[config.mk]
export PLATFORM = sky130hd
export DESIGN_NAME = scr_ctrl_regs
export DESIGN_NICKNAME = d
export VERILOG_FILES = /design/src/verilog/scr_spi_slave.v /design/src/verilog/scr_lock_detector.v /design/src/verilog/scr_ctrl_regs.v
export VERILOG_INCLUDE_DIRS = /design/src /design/src/inc
export SDC_FILE = /design/constraint.sdc
export NUM_CORES = 1
export LEC_CHECK = 0
export BUFFER_PORTS_ARGS = -buffer_cell sky130_fd_sc_hd__buf_4
export CAP_MARGIN = 20
export CORE_AREA = 10 10 142 131
export CTS_CLUSTER_SIZE = 28
export DETAILED_ROUTE_END_ITERATION = 10
export DIE_AREA = 0 0 152 141
export PLACE_DENSITY = 0.88
export SYNTH_ARGS = -nofsm -noshare
export SYNTH_HDL_FRONTEND = slang
export SYNTH_SLANG_ARGS = --single-unit
[constraint.sdc]
create_clock -name I_REF_CLK -period 3.9 [get_ports I_REF_CLK]
set_clock_uncertainty 0.05 [all_clocks]
set_input_delay 0.585 -clock I_REF_CLK [delete_from_list [all_inputs] [get_ports I_REF_CLK]]
set_output_delay 0.585 -clock I_REF_CLK [all_outputs]
set_load 0.05 [all_outputs]
[src/inc/scr_defs.vh]
// Register map, field positions, reset values and timing constants of the control registers.
`ifndef SCR_DEFS_VH
`define SCR_DEFS_VH

// ***************************************************************
// Serial frame layout
// ***************************************************************
`define SCR_FRAME_BITS 5'd24
`define SCR_HEADER_BITS 5'd16
`define SCR_ADDR_W 15
`define SCR_RW_BIT 15

// ***************************************************************
// Register offsets
// ***************************************************************
`define SCR_ADDR_RESYNC_DELAY_COUNT_MID 15'h0026
`define SCR_ADDR_RESYNC_DELAY_COUNT_HIGH 15'h0027
`define SCR_ADDR_MODULATOR_OPTIONS 15'h0028
`define SCR_ADDR_OUTPUT_AMPLITUDE 15'h0029
`define SCR_ADDR_PHASE_POLARITY_POWER 15'h002a
`define SCR_ADDR_MAIN_POWER_DOWN 15'h002b
`define SCR_ADDR_LOCK_DETECT_CONFIG 15'h002c
`define SCR_ADDR_CLOCK_GATING_LOCK_CTRL 15'h002d
`define SCR_REG_COUNT 8

// ***************************************************************
// Reset values
// ***************************************************************
`define SCR_RST_DEFAULT 8'h00
`define SCR_RST_PHASE_POLARITY_POWER 8'h04
`define SCR_RST_MAIN_POWER_DOWN 8'h83

// ***************************************************************
// Field positions
// ***************************************************************
`define SCR_BIT_LSB_INCREMENT 6
`define SCR_BIT_AUX_MODULATOR 5
`define SCR_AMP2_MSB 7
`define SCR_AMP2_LSB 4
`define SCR_AMP1_MSB 3
`define SCR_AMP1_LSB 0
`define SCR_BIT_PHASE_DIRECTION 6
`define SCR_BIT_SYNC_OFF 4
`define SCR_BIT_REFDET_OFF 2
`define SCR_BIT_CHIP_OFF 7
`define SCR_BIT_LOCKDET_OFF 3
`define SCR_BIT_BUF1_OFF 1
`define SCR_BIT_BUF2_OFF 0
`define SCR_WIN_MSB 7
`define SCR_WIN_LSB 5
`define SCR_COUNT_MSB 4
`define SCR_COUNT_LSB 0
`define SCR_BIT_FEEDBACK_GATE 7
`define SCR_BIT_REFERENCE_GATE 6
`define SCR_BIT_LOL_ENABLE 5
`define SCR_BIT_WINDOW_ENABLE 4
`define SCR_BIT_LOCK_CLEAR 2

// ***************************************************************
// Lock count formula terms
// ***************************************************************
`define SCR_LOCK_EVEN_BASE 24'd24
`define SCR_LOCK_ODD_BASE 24'd32
`define SCR_LOCK_OFFSET 24'd3

`endif

[src/verilog/scr_spi_slave.v]
// Serial register port: synchronises the pins and turns frames into register writes and reads.
`include "scr_defs.vh"

module scr_spi_slave (
	input wire clk,
	input wire rst_b,
	input wire i_sclk,
	input wire i_cs_b,
	input wire i_sdi,
	input wire [7:0] i_rdata,
	output reg o_sdo,
	output reg o_sdo_oe,
	output reg o_wr_pulse,
	output reg [`SCR_ADDR_W-1:0] o_addr,
	output reg [7:0] o_wdata
);

	reg sclk_s1, sclk_s2, sclk_s3;
	reg cs_s1, cs_s2;
	reg sdi_s1, sdi_s2;
	reg [23:0] shreg;
	reg [4:0] bit_cnt;
	reg is_read;
	reg load_pend;
	reg [7:0] rd_sh;
	wire rise = sclk_s2 & ~sclk_s3;
	wire fall = ~sclk_s2 & sclk_s3;
	wire [23:0] shift_in = {shreg[22:0], sdi_s2};

	// ***************************************************************
	// Pin synchronisers
	// ***************************************************************
	always @(posedge clk or negedge rst_b) begin
		if (!rst_b) begin
			sclk_s1 <= 1'b0;
			sclk_s2 <= 1'b0;
			sclk_s3 <= 1'b0;
			cs_s1 <= 1'b1;
			cs_s2 <= 1'b1;
			sdi_s1 <= 1'b0;
			sdi_s2 <= 1'b0;
		end else begin
			sclk_s1 <= i_sclk;
			sclk_s2 <= sclk_s1;
			sclk_s3 <= sclk_s2;
			cs_s1 <= i_cs_b;
			cs_s2 <= cs_s1;
			sdi_s1 <= i_sdi;
			sdi_s2 <= sdi_s1;
		end
	end

	// ***************************************************************
	// Frame engine
	// ***************************************************************
	always @(posedge clk or negedge rst_b) begin
		if (!rst_b) begin
			shreg <= 24'h000000;
			bit_cnt <= 5'h00;
			is_read <= 1'b0;
			load_pend <= 1'b0;
			rd_sh <= 8'h00;
			o_sdo <= 1'b0;
			o_sdo_oe <= 1'b0;
			o_wr_pulse <= 1'b0;
			o_addr <= {`SCR_ADDR_W{1'b0}};
			o_wdata <= 8'h00;
		end else begin
			o_wr_pulse <= 1'b0;
			load_pend <= 1'b0;
			if (load_pend) begin
				rd_sh <= i_rdata;
			end
			if (cs_s2) begin
				bit_cnt <= 5'h00;
				is_read <= 1'b0;
				o_sdo_oe <= 1'b0;
				o_sdo <= 1'b0;
			end else if (rise && bit_cnt < `SCR_FRAME_BITS) begin
				// Bits past the 24th are ignored; one register per frame.
				shreg <= shift_in;
				bit_cnt <= bit_cnt + 5'h01;
				if (bit_cnt == `SCR_HEADER_BITS - 5'h01) begin
					o_addr <= shift_in[`SCR_ADDR_W-1:0];
					is_read <= shift_in[`SCR_RW_BIT];
					o_sdo_oe <= shift_in[`SCR_RW_BIT];
					load_pend <= 1'b1;
				end
				if (bit_cnt == `SCR_FRAME_BITS - 5'h01 && !is_read) begin
					o_wdata <= shift_in[7:0];
					o_wr_pulse <= 1'b1;
				end
			end else if (fall && is_read && bit_cnt >= `SCR_HEADER_BITS) begin
				o_sdo <= rd_sh[7];
				rd_sh <= {rd_sh[6:0], 1'b0};
			end
		end
	end

endmodule

[src/verilog/scr_lock_detector.v]
// Lock detector: counts in-window phase-detector cycles up to a target set by a five-bit code.
`include "scr_defs.vh"

module scr_lock_detector #(
	parameter CNT_W = 24
) (
	input wire clk,
	input wire rst_b,
	input wire i_pfd_event,
	input wire i_in_window,
	input wire i_hold,
	input wire i_loss_enable,
	input wire [4:0] i_count_code,
	output reg o_locked
);

	reg [CNT_W-1:0] count;
	wire [CNT_W-1:0] target;

	function [CNT_W-1:0] lock_target;
		input [4:0] code;
		begin
			if (code[0]) begin
				lock_target = (`SCR_LOCK_ODD_BASE << code[4:1]) + `SCR_LOCK_OFFSET;
			end else begin
				lock_target = (`SCR_LOCK_EVEN_BASE << code[4:1]) + `SCR_LOCK_OFFSET;
			end
		end
	endfunction

	assign target = lock_target(i_count_code);

	always @(posedge clk or negedge rst_b) begin
		if (!rst_b) begin
			count <= {CNT_W{1'b0}};
			o_locked <= 1'b0;
		end else if (i_hold) begin
			count <= {CNT_W{1'b0}};
			o_locked <= 1'b0;
		end else if (i_pfd_event) begin
			if (!i_in_window) begin
				count <= {CNT_W{1'b0}};
				if (i_loss_enable) begin
					o_locked <= 1'b0;
				end
			end else if (count + {{(CNT_W-1){1'b0}}, 1'b1} >= target) begin
				count <= target;
				o_locked <= 1'b1;
			end else begin
				count <= count + {{(CNT_W-1){1'b0}}, 1'b1};
			end
		end
	end

endmodule

[src/verilog/scr_ctrl_regs.v]
// Control register bank of the synthesizer: storage, serial access, resync timer and lock logic.
`include "scr_defs.vh"

module scr_ctrl_regs #(
	parameter LOCK_CNT_W = 24
) (
	input wire I_REF_CLK,
	input wire I_RST_B,
	input wire I_SCLK,
	input wire I_CS_B,
	input wire I_SDI,
	output wire O_SDO,
	output wire O_SDO_OE,
	input wire I_PFD_TOGGLE,
	input wire I_PHASE_IN_WINDOW,
	input wire I_RESYNC_TRIGGER,
	input wire [7:0] I_RESYNC_DELAY_COUNT_LOW,
	output reg O_RESYNC_APPLY,
	output reg O_RESYNC_PENDING,
	output wire O_MODULATOR_LSB_INCREMENT,
	output wire O_AUX_MODULATOR_ENABLE,
	output wire [3:0] O_FIRST_OUTPUT_AMPLITUDE,
	output wire [3:0] O_SECOND_OUTPUT_AMPLITUDE,
	output wire O_PHASE_SHIFT_DIRECTION,
	output wire O_SYNC_POWER_OFF,
	output wire O_REFERENCE_DETECTOR_POWER_OFF,
	output wire O_CHIP_POWER_OFF,
	output wire O_LOCK_DETECTOR_POWER_OFF,
	output wire O_FIRST_BUFFER_POWER_OFF,
	output wire O_SECOND_BUFFER_POWER_OFF,
	output wire [2:0] O_LOCK_WINDOW_WIDTH,
	output wire O_LOCK_WINDOW_ENABLE,
	output wire O_FEEDBACK_CLOCK_GATE,
	output wire O_REFERENCE_CLOCK_GATE,
	output wire O_LOCK_DETECT
);

	// ***************************************************************
	// Declarations
	// ***************************************************************
	localparam [2:0] IDX_RESYNC_MID = 3'h0;
	localparam [2:0] IDX_RESYNC_HIGH = 3'h1;
	localparam [2:0] IDX_MOD_OPTIONS = 3'h2;
	localparam [2:0] IDX_AMPLITUDE = 3'h3;
	localparam [2:0] IDX_PHASE_POWER = 3'h4;
	localparam [2:0] IDX_MAIN_POWER = 3'h5;
	localparam [2:0] IDX_LOCK_CONFIG = 3'h6;
	localparam [2:0] IDX_GATING = 3'h7;

	wire wr_pulse;
	wire [`SCR_ADDR_W-1:0] addr;
	wire [7:0] wdata;
	reg [7:0] rdata;
	reg addr_hit;
	reg [2:0] idx;
	reg [7:0] regs [0:`SCR_REG_COUNT-1];

	reg pfd_s1, pfd_s2, pfd_s3;
	reg win_s1, win_s2;
	wire pfd_event;

	reg [23:0] resync_count;
	wire [23:0] resync_delay_count;

	wire lock_hold;

	wire [7:0] mod_options;
	wire [7:0] amplitude;
	wire [7:0] phase_power;
	wire [7:0] main_power;
	wire [7:0] lock_config;
	wire [7:0] gating;

	// ***************************************************************
	// Serial register port
	// ***************************************************************
	scr_spi_slave u_spi (
		.clk(I_REF_CLK),
		.rst_b(I_RST_B),
		.i_sclk(I_SCLK),
		.i_cs_b(I_CS_B),
		.i_sdi(I_SDI),
		.i_rdata(rdata),
		.o_sdo(O_SDO),
		.o_sdo_oe(O_SDO_OE),
		.o_wr_pulse(wr_pulse),
		.o_addr(addr),
		.o_wdata(wdata)
	);

	// ***************************************************************
	// Address decode
	// ***************************************************************
	// Each offset of the bank maps to one storage slot; every other address misses.
	always @* begin
		addr_hit = 1'b1;
		if (addr == `SCR_ADDR_RESYNC_DELAY_COUNT_MID) begin
			idx = IDX_RESYNC_MID;
		end else if (addr == `SCR_ADDR_RESYNC_DELAY_COUNT_HIGH) begin
			idx = IDX_RESYNC_HIGH;
		end else if (addr == `SCR_ADDR_MODULATOR_OPTIONS) begin
			idx = IDX_MOD_OPTIONS;
		end else if (addr == `SCR_ADDR_OUTPUT_AMPLITUDE) begin
			idx = IDX_AMPLITUDE;
		end else if (addr == `SCR_ADDR_PHASE_POLARITY_POWER) begin
			idx = IDX_PHASE_POWER;
		end else if (addr == `SCR_ADDR_MAIN_POWER_DOWN) begin
			idx = IDX_MAIN_POWER;
		end else if (addr == `SCR_ADDR_LOCK_DETECT_CONFIG) begin
			idx = IDX_LOCK_CONFIG;
		end else if (addr == `SCR_ADDR_CLOCK_GATING_LOCK_CTRL) begin
			idx = IDX_GATING;
		end else begin
			addr_hit = 1'b0;
			idx = IDX_RESYNC_MID;
		end
	end

	// Addresses outside this bank read as zero and ignore writes.
	always @* begin
		if (addr_hit) begin
			rdata = regs[idx];
		end else begin
			rdata = 8'h00;
		end
	end

	// ***************************************************************
	// Register storage
	// ***************************************************************
	// Reserved bits are stored and read back as written.
	function [7:0] reset_value;
		input integer index;
		begin
			if (index == IDX_PHASE_POWER) begin
				reset_value = `SCR_RST_PHASE_POLARITY_POWER;
			end else if (index == IDX_MAIN_POWER) begin
				reset_value = `SCR_RST_MAIN_POWER_DOWN;
			end else begin
				reset_value = `SCR_RST_DEFAULT;
			end
		end
	endfunction

	genvar gi;
	generate
		for (gi = 0; gi < `SCR_REG_COUNT; gi = gi + 1) begin : g_reg
			always @(posedge I_REF_CLK or negedge I_RST_B) begin
				if (!I_RST_B) begin
					regs[gi] <= reset_value(gi);
				end else if (wr_pulse && addr_hit && idx == gi) begin
					regs[gi] <= wdata;
				end
			end
		end
	endgenerate

	assign mod_options = regs[IDX_MOD_OPTIONS];
	assign amplitude = regs[IDX_AMPLITUDE];
	assign phase_power = regs[IDX_PHASE_POWER];
	assign main_power = regs[IDX_MAIN_POWER];
	assign lock_config = regs[IDX_LOCK_CONFIG];
	assign gating = regs[IDX_GATING];

	// ***************************************************************
	// Analog control outputs
	// ***************************************************************
	// modulator increment
	assign O_MODULATOR_LSB_INCREMENT = mod_options[`SCR_BIT_LSB_INCREMENT];
	assign O_AUX_MODULATOR_ENABLE = mod_options[`SCR_BIT_AUX_MODULATOR];

	assign O_SECOND_OUTPUT_AMPLITUDE = amplitude[`SCR_AMP2_MSB:`SCR_AMP2_LSB];
	assign O_FIRST_OUTPUT_AMPLITUDE = amplitude[`SCR_AMP1_MSB:`SCR_AMP1_LSB];

	assign O_PHASE_SHIFT_DIRECTION = phase_power[`SCR_BIT_PHASE_DIRECTION];
	assign O_SYNC_POWER_OFF = phase_power[`SCR_BIT_SYNC_OFF];
	assign O_REFERENCE_DETECTOR_POWER_OFF = phase_power[`SCR_BIT_REFDET_OFF];

	assign O_CHIP_POWER_OFF = main_power[`SCR_BIT_CHIP_OFF];
	assign O_LOCK_DETECTOR_POWER_OFF = main_power[`SCR_BIT_LOCKDET_OFF];
	assign O_FIRST_BUFFER_POWER_OFF = main_power[`SCR_BIT_BUF1_OFF];
	assign O_SECOND_BUFFER_POWER_OFF = main_power[`SCR_BIT_BUF2_OFF];

	assign O_LOCK_WINDOW_WIDTH = lock_config[`SCR_WIN_MSB:`SCR_WIN_LSB];
	assign O_LOCK_WINDOW_ENABLE = gating[`SCR_BIT_WINDOW_ENABLE];
	assign O_FEEDBACK_CLOCK_GATE = gating[`SCR_BIT_FEEDBACK_GATE];
	assign O_REFERENCE_CLOCK_GATE = gating[`SCR_BIT_REFERENCE_GATE];

	// ***************************************************************
	// Phase-detector event and window synchronisers
	// ***************************************************************
	// The phase-detector tick arrives as a toggle so that no period is lost.
	always @(posedge I_REF_CLK or negedge I_RST_B) begin
		if (!I_RST_B) begin
			pfd_s1 <= 1'b0;
			pfd_s2 <= 1'b0;
			pfd_s3 <= 1'b0;
			win_s1 <= 1'b0;
			win_s2 <= 1'b0;
		end else begin
			pfd_s1 <= I_PFD_TOGGLE;
			pfd_s2 <= pfd_s1;
			pfd_s3 <= pfd_s2;
			win_s1 <= I_PHASE_IN_WINDOW;
			win_s2 <= win_s1;
		end
	end

	assign pfd_event = pfd_s2 ^ pfd_s3;

	// ***************************************************************
	// Resynchronisation wait timer
	// ***************************************************************
	assign resync_delay_count = {regs[IDX_RESYNC_HIGH], regs[IDX_RESYNC_MID], I_RESYNC_DELAY_COUNT_LOW};

	// The wait value is captured at the trigger, so later writes leave a running wait alone.
	// resync delay timer
	always @(posedge I_REF_CLK or negedge I_RST_B) begin
		if (!I_RST_B) begin
			resync_count <= 24'h000000;
			O_RESYNC_PENDING <= 1'b0;
			O_RESYNC_APPLY <= 1'b0;
		end else begin
			O_RESYNC_APPLY <= 1'b0;
			if (O_SYNC_POWER_OFF) begin
				// A powered-down sync path drops any waiting request.
				resync_count <= 24'h000000;
				O_RESYNC_PENDING <= 1'b0;
			end else if (I_RESYNC_TRIGGER) begin
				// A new trigger restarts the wait from the full value.
				resync_count <= resync_delay_count;
				O_RESYNC_PENDING <= 1'b1;
			end else if (O_RESYNC_PENDING) begin
				if (resync_count == 24'h000000) begin
					O_RESYNC_APPLY <= 1'b1;
					O_RESYNC_PENDING <= 1'b0;
				end else if (pfd_event) begin
					resync_count <= resync_count - 24'h000001;
				end
			end
		end
	end

	// ***************************************************************
	// Lock detector
	// ***************************************************************
	// Chip power-down holds the detector too, since phase-detector events mean nothing then.
	// hold unlocked
	assign lock_hold = gating[`SCR_BIT_LOCK_CLEAR] | O_LOCK_DETECTOR_POWER_OFF |
		O_CHIP_POWER_OFF;

	scr_lock_detector #(
		.CNT_W(LOCK_CNT_W)
	) u_lock (
		.clk(I_REF_CLK),
		.rst_b(I_RST_B),
		.i_pfd_event(pfd_event),
		.i_in_window(win_s2),
		.i_hold(lock_hold),
		.i_loss_enable(gating[`SCR_BIT_LOL_ENABLE]),
		.i_count_code(lock_config[`SCR_COUNT_MSB:`SCR_COUNT_LSB]),
		.o_locked(O_LOCK_DETECT)
	);

endmodule

==> results.yml <==
global_routing:
  grt_usage_pct: 20.8
  grt.overflow.total: 0
  antenna_found_initial: 0
  grt_pass1_wl_mm: 37.0
  grt_pass1_vias: 7085
  grt_max_degree: 91
place:
  port_buffers: 43
  dpl_cell_area_um2: 9700
  hpwl_mm: 15.4
  gp_congestion: 0.921
  dp_worst_setup_slack_ns: 0.128
floorplan:
  initial_core_util_pct: 58.6
  row_count: 44
  die-area_um2: 21400
  chipWidth_um: 152
  die_h_um: 141
  core-area_um2: 15700
  io_pins: 44
timing:
  relSlewSlack_pct: 29.1
  fin_ws_ns: 0.120
  min_period_ns: 3.78
  slew_violations: 0
  setup_viol: 0
  hold_violations: 0
  fin_hold_ws_ns: 0.134
  tightest_slew_ns: 1.06
  fin_crit_sh_pct: 96.9
  fmax_mhz: 265
clock_network:
  postCtsHoldBufs: 0
  clock_tree.buffer_depth: 2
  numCtsBuffers: 17
  clk_pin_slew_ns: 0.07
  clock-root-buffer: "clkbuf_16"
  htreeDepth: 4
  cts_tree: "built"
  cts_num_sinks: 182
  clkLatencyLatePin_ns: 0.44
route:
  wire_per_inst_um: 20.7
  vias: 7319
  drt_iter0_drc: 830
  wl_mm: 23.5
  drc: 0
  antenna_left: 0
  via_per_inst: 6.43
  dr.pass1.iters: 5
worst_setup_path:
  critPathRequiredTime_ns: 4.14
  cp.arrival_ns: 4.02
  critPathMaxFanout: 7
  end_kind: "flip-flop"
  crit_type: "flip-flop to flip-flop"
  critPathLaunchType: "flip-flop"
synthesis:
  avgSynthCellArea_um2: 10.5
  syn-instance-count: 879
  synth_edf_count: 0
  yosysSeqAreaShare_pct: 49.4
  async_reset_ff_share_pct: 100
  synthesis.area_um2: 9230
  synth_ff_type: "dfrtp_1"
  synth_warnings: 0
  yosysUniqueCellTypes: 61
  syn_nets: 921
  ys_seq_elements: 182
layout:
  nNetsFinal: 961
  stdcell_area_um2: 10500
  antennaDiodeCount: 0
  drive_gt1_share_pct: 24.2
  final_util_pct: 66.4
  area_growth_pct: 13.3
worst_hold_path:
  min_path_type: "primary input to async pin"
power_and_ir_drop:
  p_per_area_nw_per_um2: 385
  ir_drop_mv: 0.352
  leakage_nw: 5.03
outcome:
  status: "complete, no violations"
run:
  drv_cap: 0
-- logic make-up after synthesis --
group                      synth area share [%]
muxes                                      12.4
adders and majority gates                  3.52
DFF                                        49.4
xor gates and xnor gates                   4.08
and+or+nand+nor                            17.5
AOI/OAI and AO/OA                          9.39
buffers and inverters                      3.67
-- critical path: stages (launching register included) --
cell and delay, ns:
dfrtp_1 0.47, inv_1 0.10, ha_1 0.37, nand2_1 0.07, o21ai_0 0.25, nand2b_1 0.14
ha_1 0.25, nor4_1 0.39, o21ai_0 0.24, a21oi_1 0.20, a21oi_1 0.12, a2111oi_4 0.33
buf_4 0.21, buf_12 0.13, mux2i_2 0.21, o22ai_1 0.10
-- where the power goes --
group          switching, mW  internal (mW)
combinational          0.137          0.100
sequential            0.0843           1.96
clock                  0.820          0.930
total                   1.04           2.99
-- metal layers --
| metal | GRT usage (%) | share of wire, % | up-vias |
|---|---|---|---|
| li1 | - | - | 3213 |
| met1 | 26.4 | 41 | 3652 |
| met2 | 33.7 | 47 | 386 |
| met3 | 6.05 | 9.1 | 68 |
| met4 | 6.18 | 2.4 | 0 |
| met5 | 0 | 0 | - |
-- registers in the layout (all words and copies together) (netlist names), 15 cells and up --
register	cells
resync_count	24
u_lock.count	24
regs	16
u_spi.o_addr	15
u_spi.shreg	15
-- final cells by class --
class | count | area, um^2
Sequential cell | 182 | 4560
Clock inverter | 14 | 158
Multi-Input combinational cell | 628 | 4370
Timing Repair Buffer | 68 | 578
Tap cell | 207 | 259
Clock buffer | 18 | 439
Inverter | 22 | 82.6
Fill cell | 1130 | 5290
-- repair_timing --
| item | in CTS | in global routing |
|---|---|---|
| gates resized for setup | 0 | 12 |
| setup buffers | 0 | 7 |
| setup endpoints to repair | 0 | 22 |
-- cell usage after synthesis (3+ instances only) --
cell type,number,area (um^2)
nor4_1,16,100
or3_2,3,22.5
nor2b_1,9,56.3
nand3_1,45,225
nor3_1,10,50.1
nand2_1,100,375
o21a_1,3,22.5
a211oi_1,7,52.6
dfrtp_1,176,4400
dfstp_2,6,158
o21ai_0,36,180
a31oi_1,3,18.8
xnor2_1,22,193
mux2i_1,12,120
o211ai_1,5,37.5
inv_1,21,78.8
and3_1,12,75.1
buf_4,11,82.6
nand2b_1,4,25.0
xor2_1,21,184
clkbuf_1,25,93.8
nor3b_1,8,60.1
mux2_2,91,1020
buf_2,6,30.0
or3_1,18,113
o22ai_1,27,169
nor2_1,60,225
nand4_1,14,87.6
a21oi_1,31,155
ha_1,26,325
o221ai_1,3,26.3
nand3_2,8,80.1
-- worst paths after layout --
| kind | from | end | slack [ns] | cells past startpoint |
|---|---|---|---|---|
| min in group I_REF_CLK | I_SDI | u_spi.sdi_s1 | 0.20 | 1 |
| min reg2reg | u_spi.sclk_s1 | u_spi.sclk_s2 | 0.30 | 0 |
| max reg2reg | lock_config[0] | u_lock.count[4] | 0.12 | 15 |
| max in group asynchronous | I_RST_B | pfd_s2 | 2.67 | 2 |
| max | lock_config[0] | u_lock.count[4] | 0.12 | 15 |
| min | I_RST_B | u_lock.count[16] | 0.13 | 1 |
-- through the flow --
| step | std cells | setup TNS, ns | total power [mW] |
|---|---|---|---|
| after floorplan | 879 | 0 | 2.19 |
| after global placement | 1098 | 0 | 2.28 |
| after detailed placement | 1098 | 0 | 2.30 |
| after CTS | 1130 | 0 | 4.02 |
| after global routing | 1139 | -0.492 | 4.16 |
| final | 1139 | 0 | 4.03 |
-- cells in the final DEF (no fill, tap or decap), drive strengths merged, types with 12 or more instances in the layout --
cell type,synthesis,layout
nand3,53,53
mux2i,12,12
ha,26,26
xnor2,22,22
inv,21,29
clkbuf,25,20
buf,22,66
mux2,91,91
xor2,21,21
nor2,60,60
or3,21,21
and3,12,12
nand2,100,100
o21ai,36,36
dfrtp,176,176
a21oi,31,31
nor4,17,17
o22ai,27,27
nand4,14,14
Power figures use the tool's default switching activity.
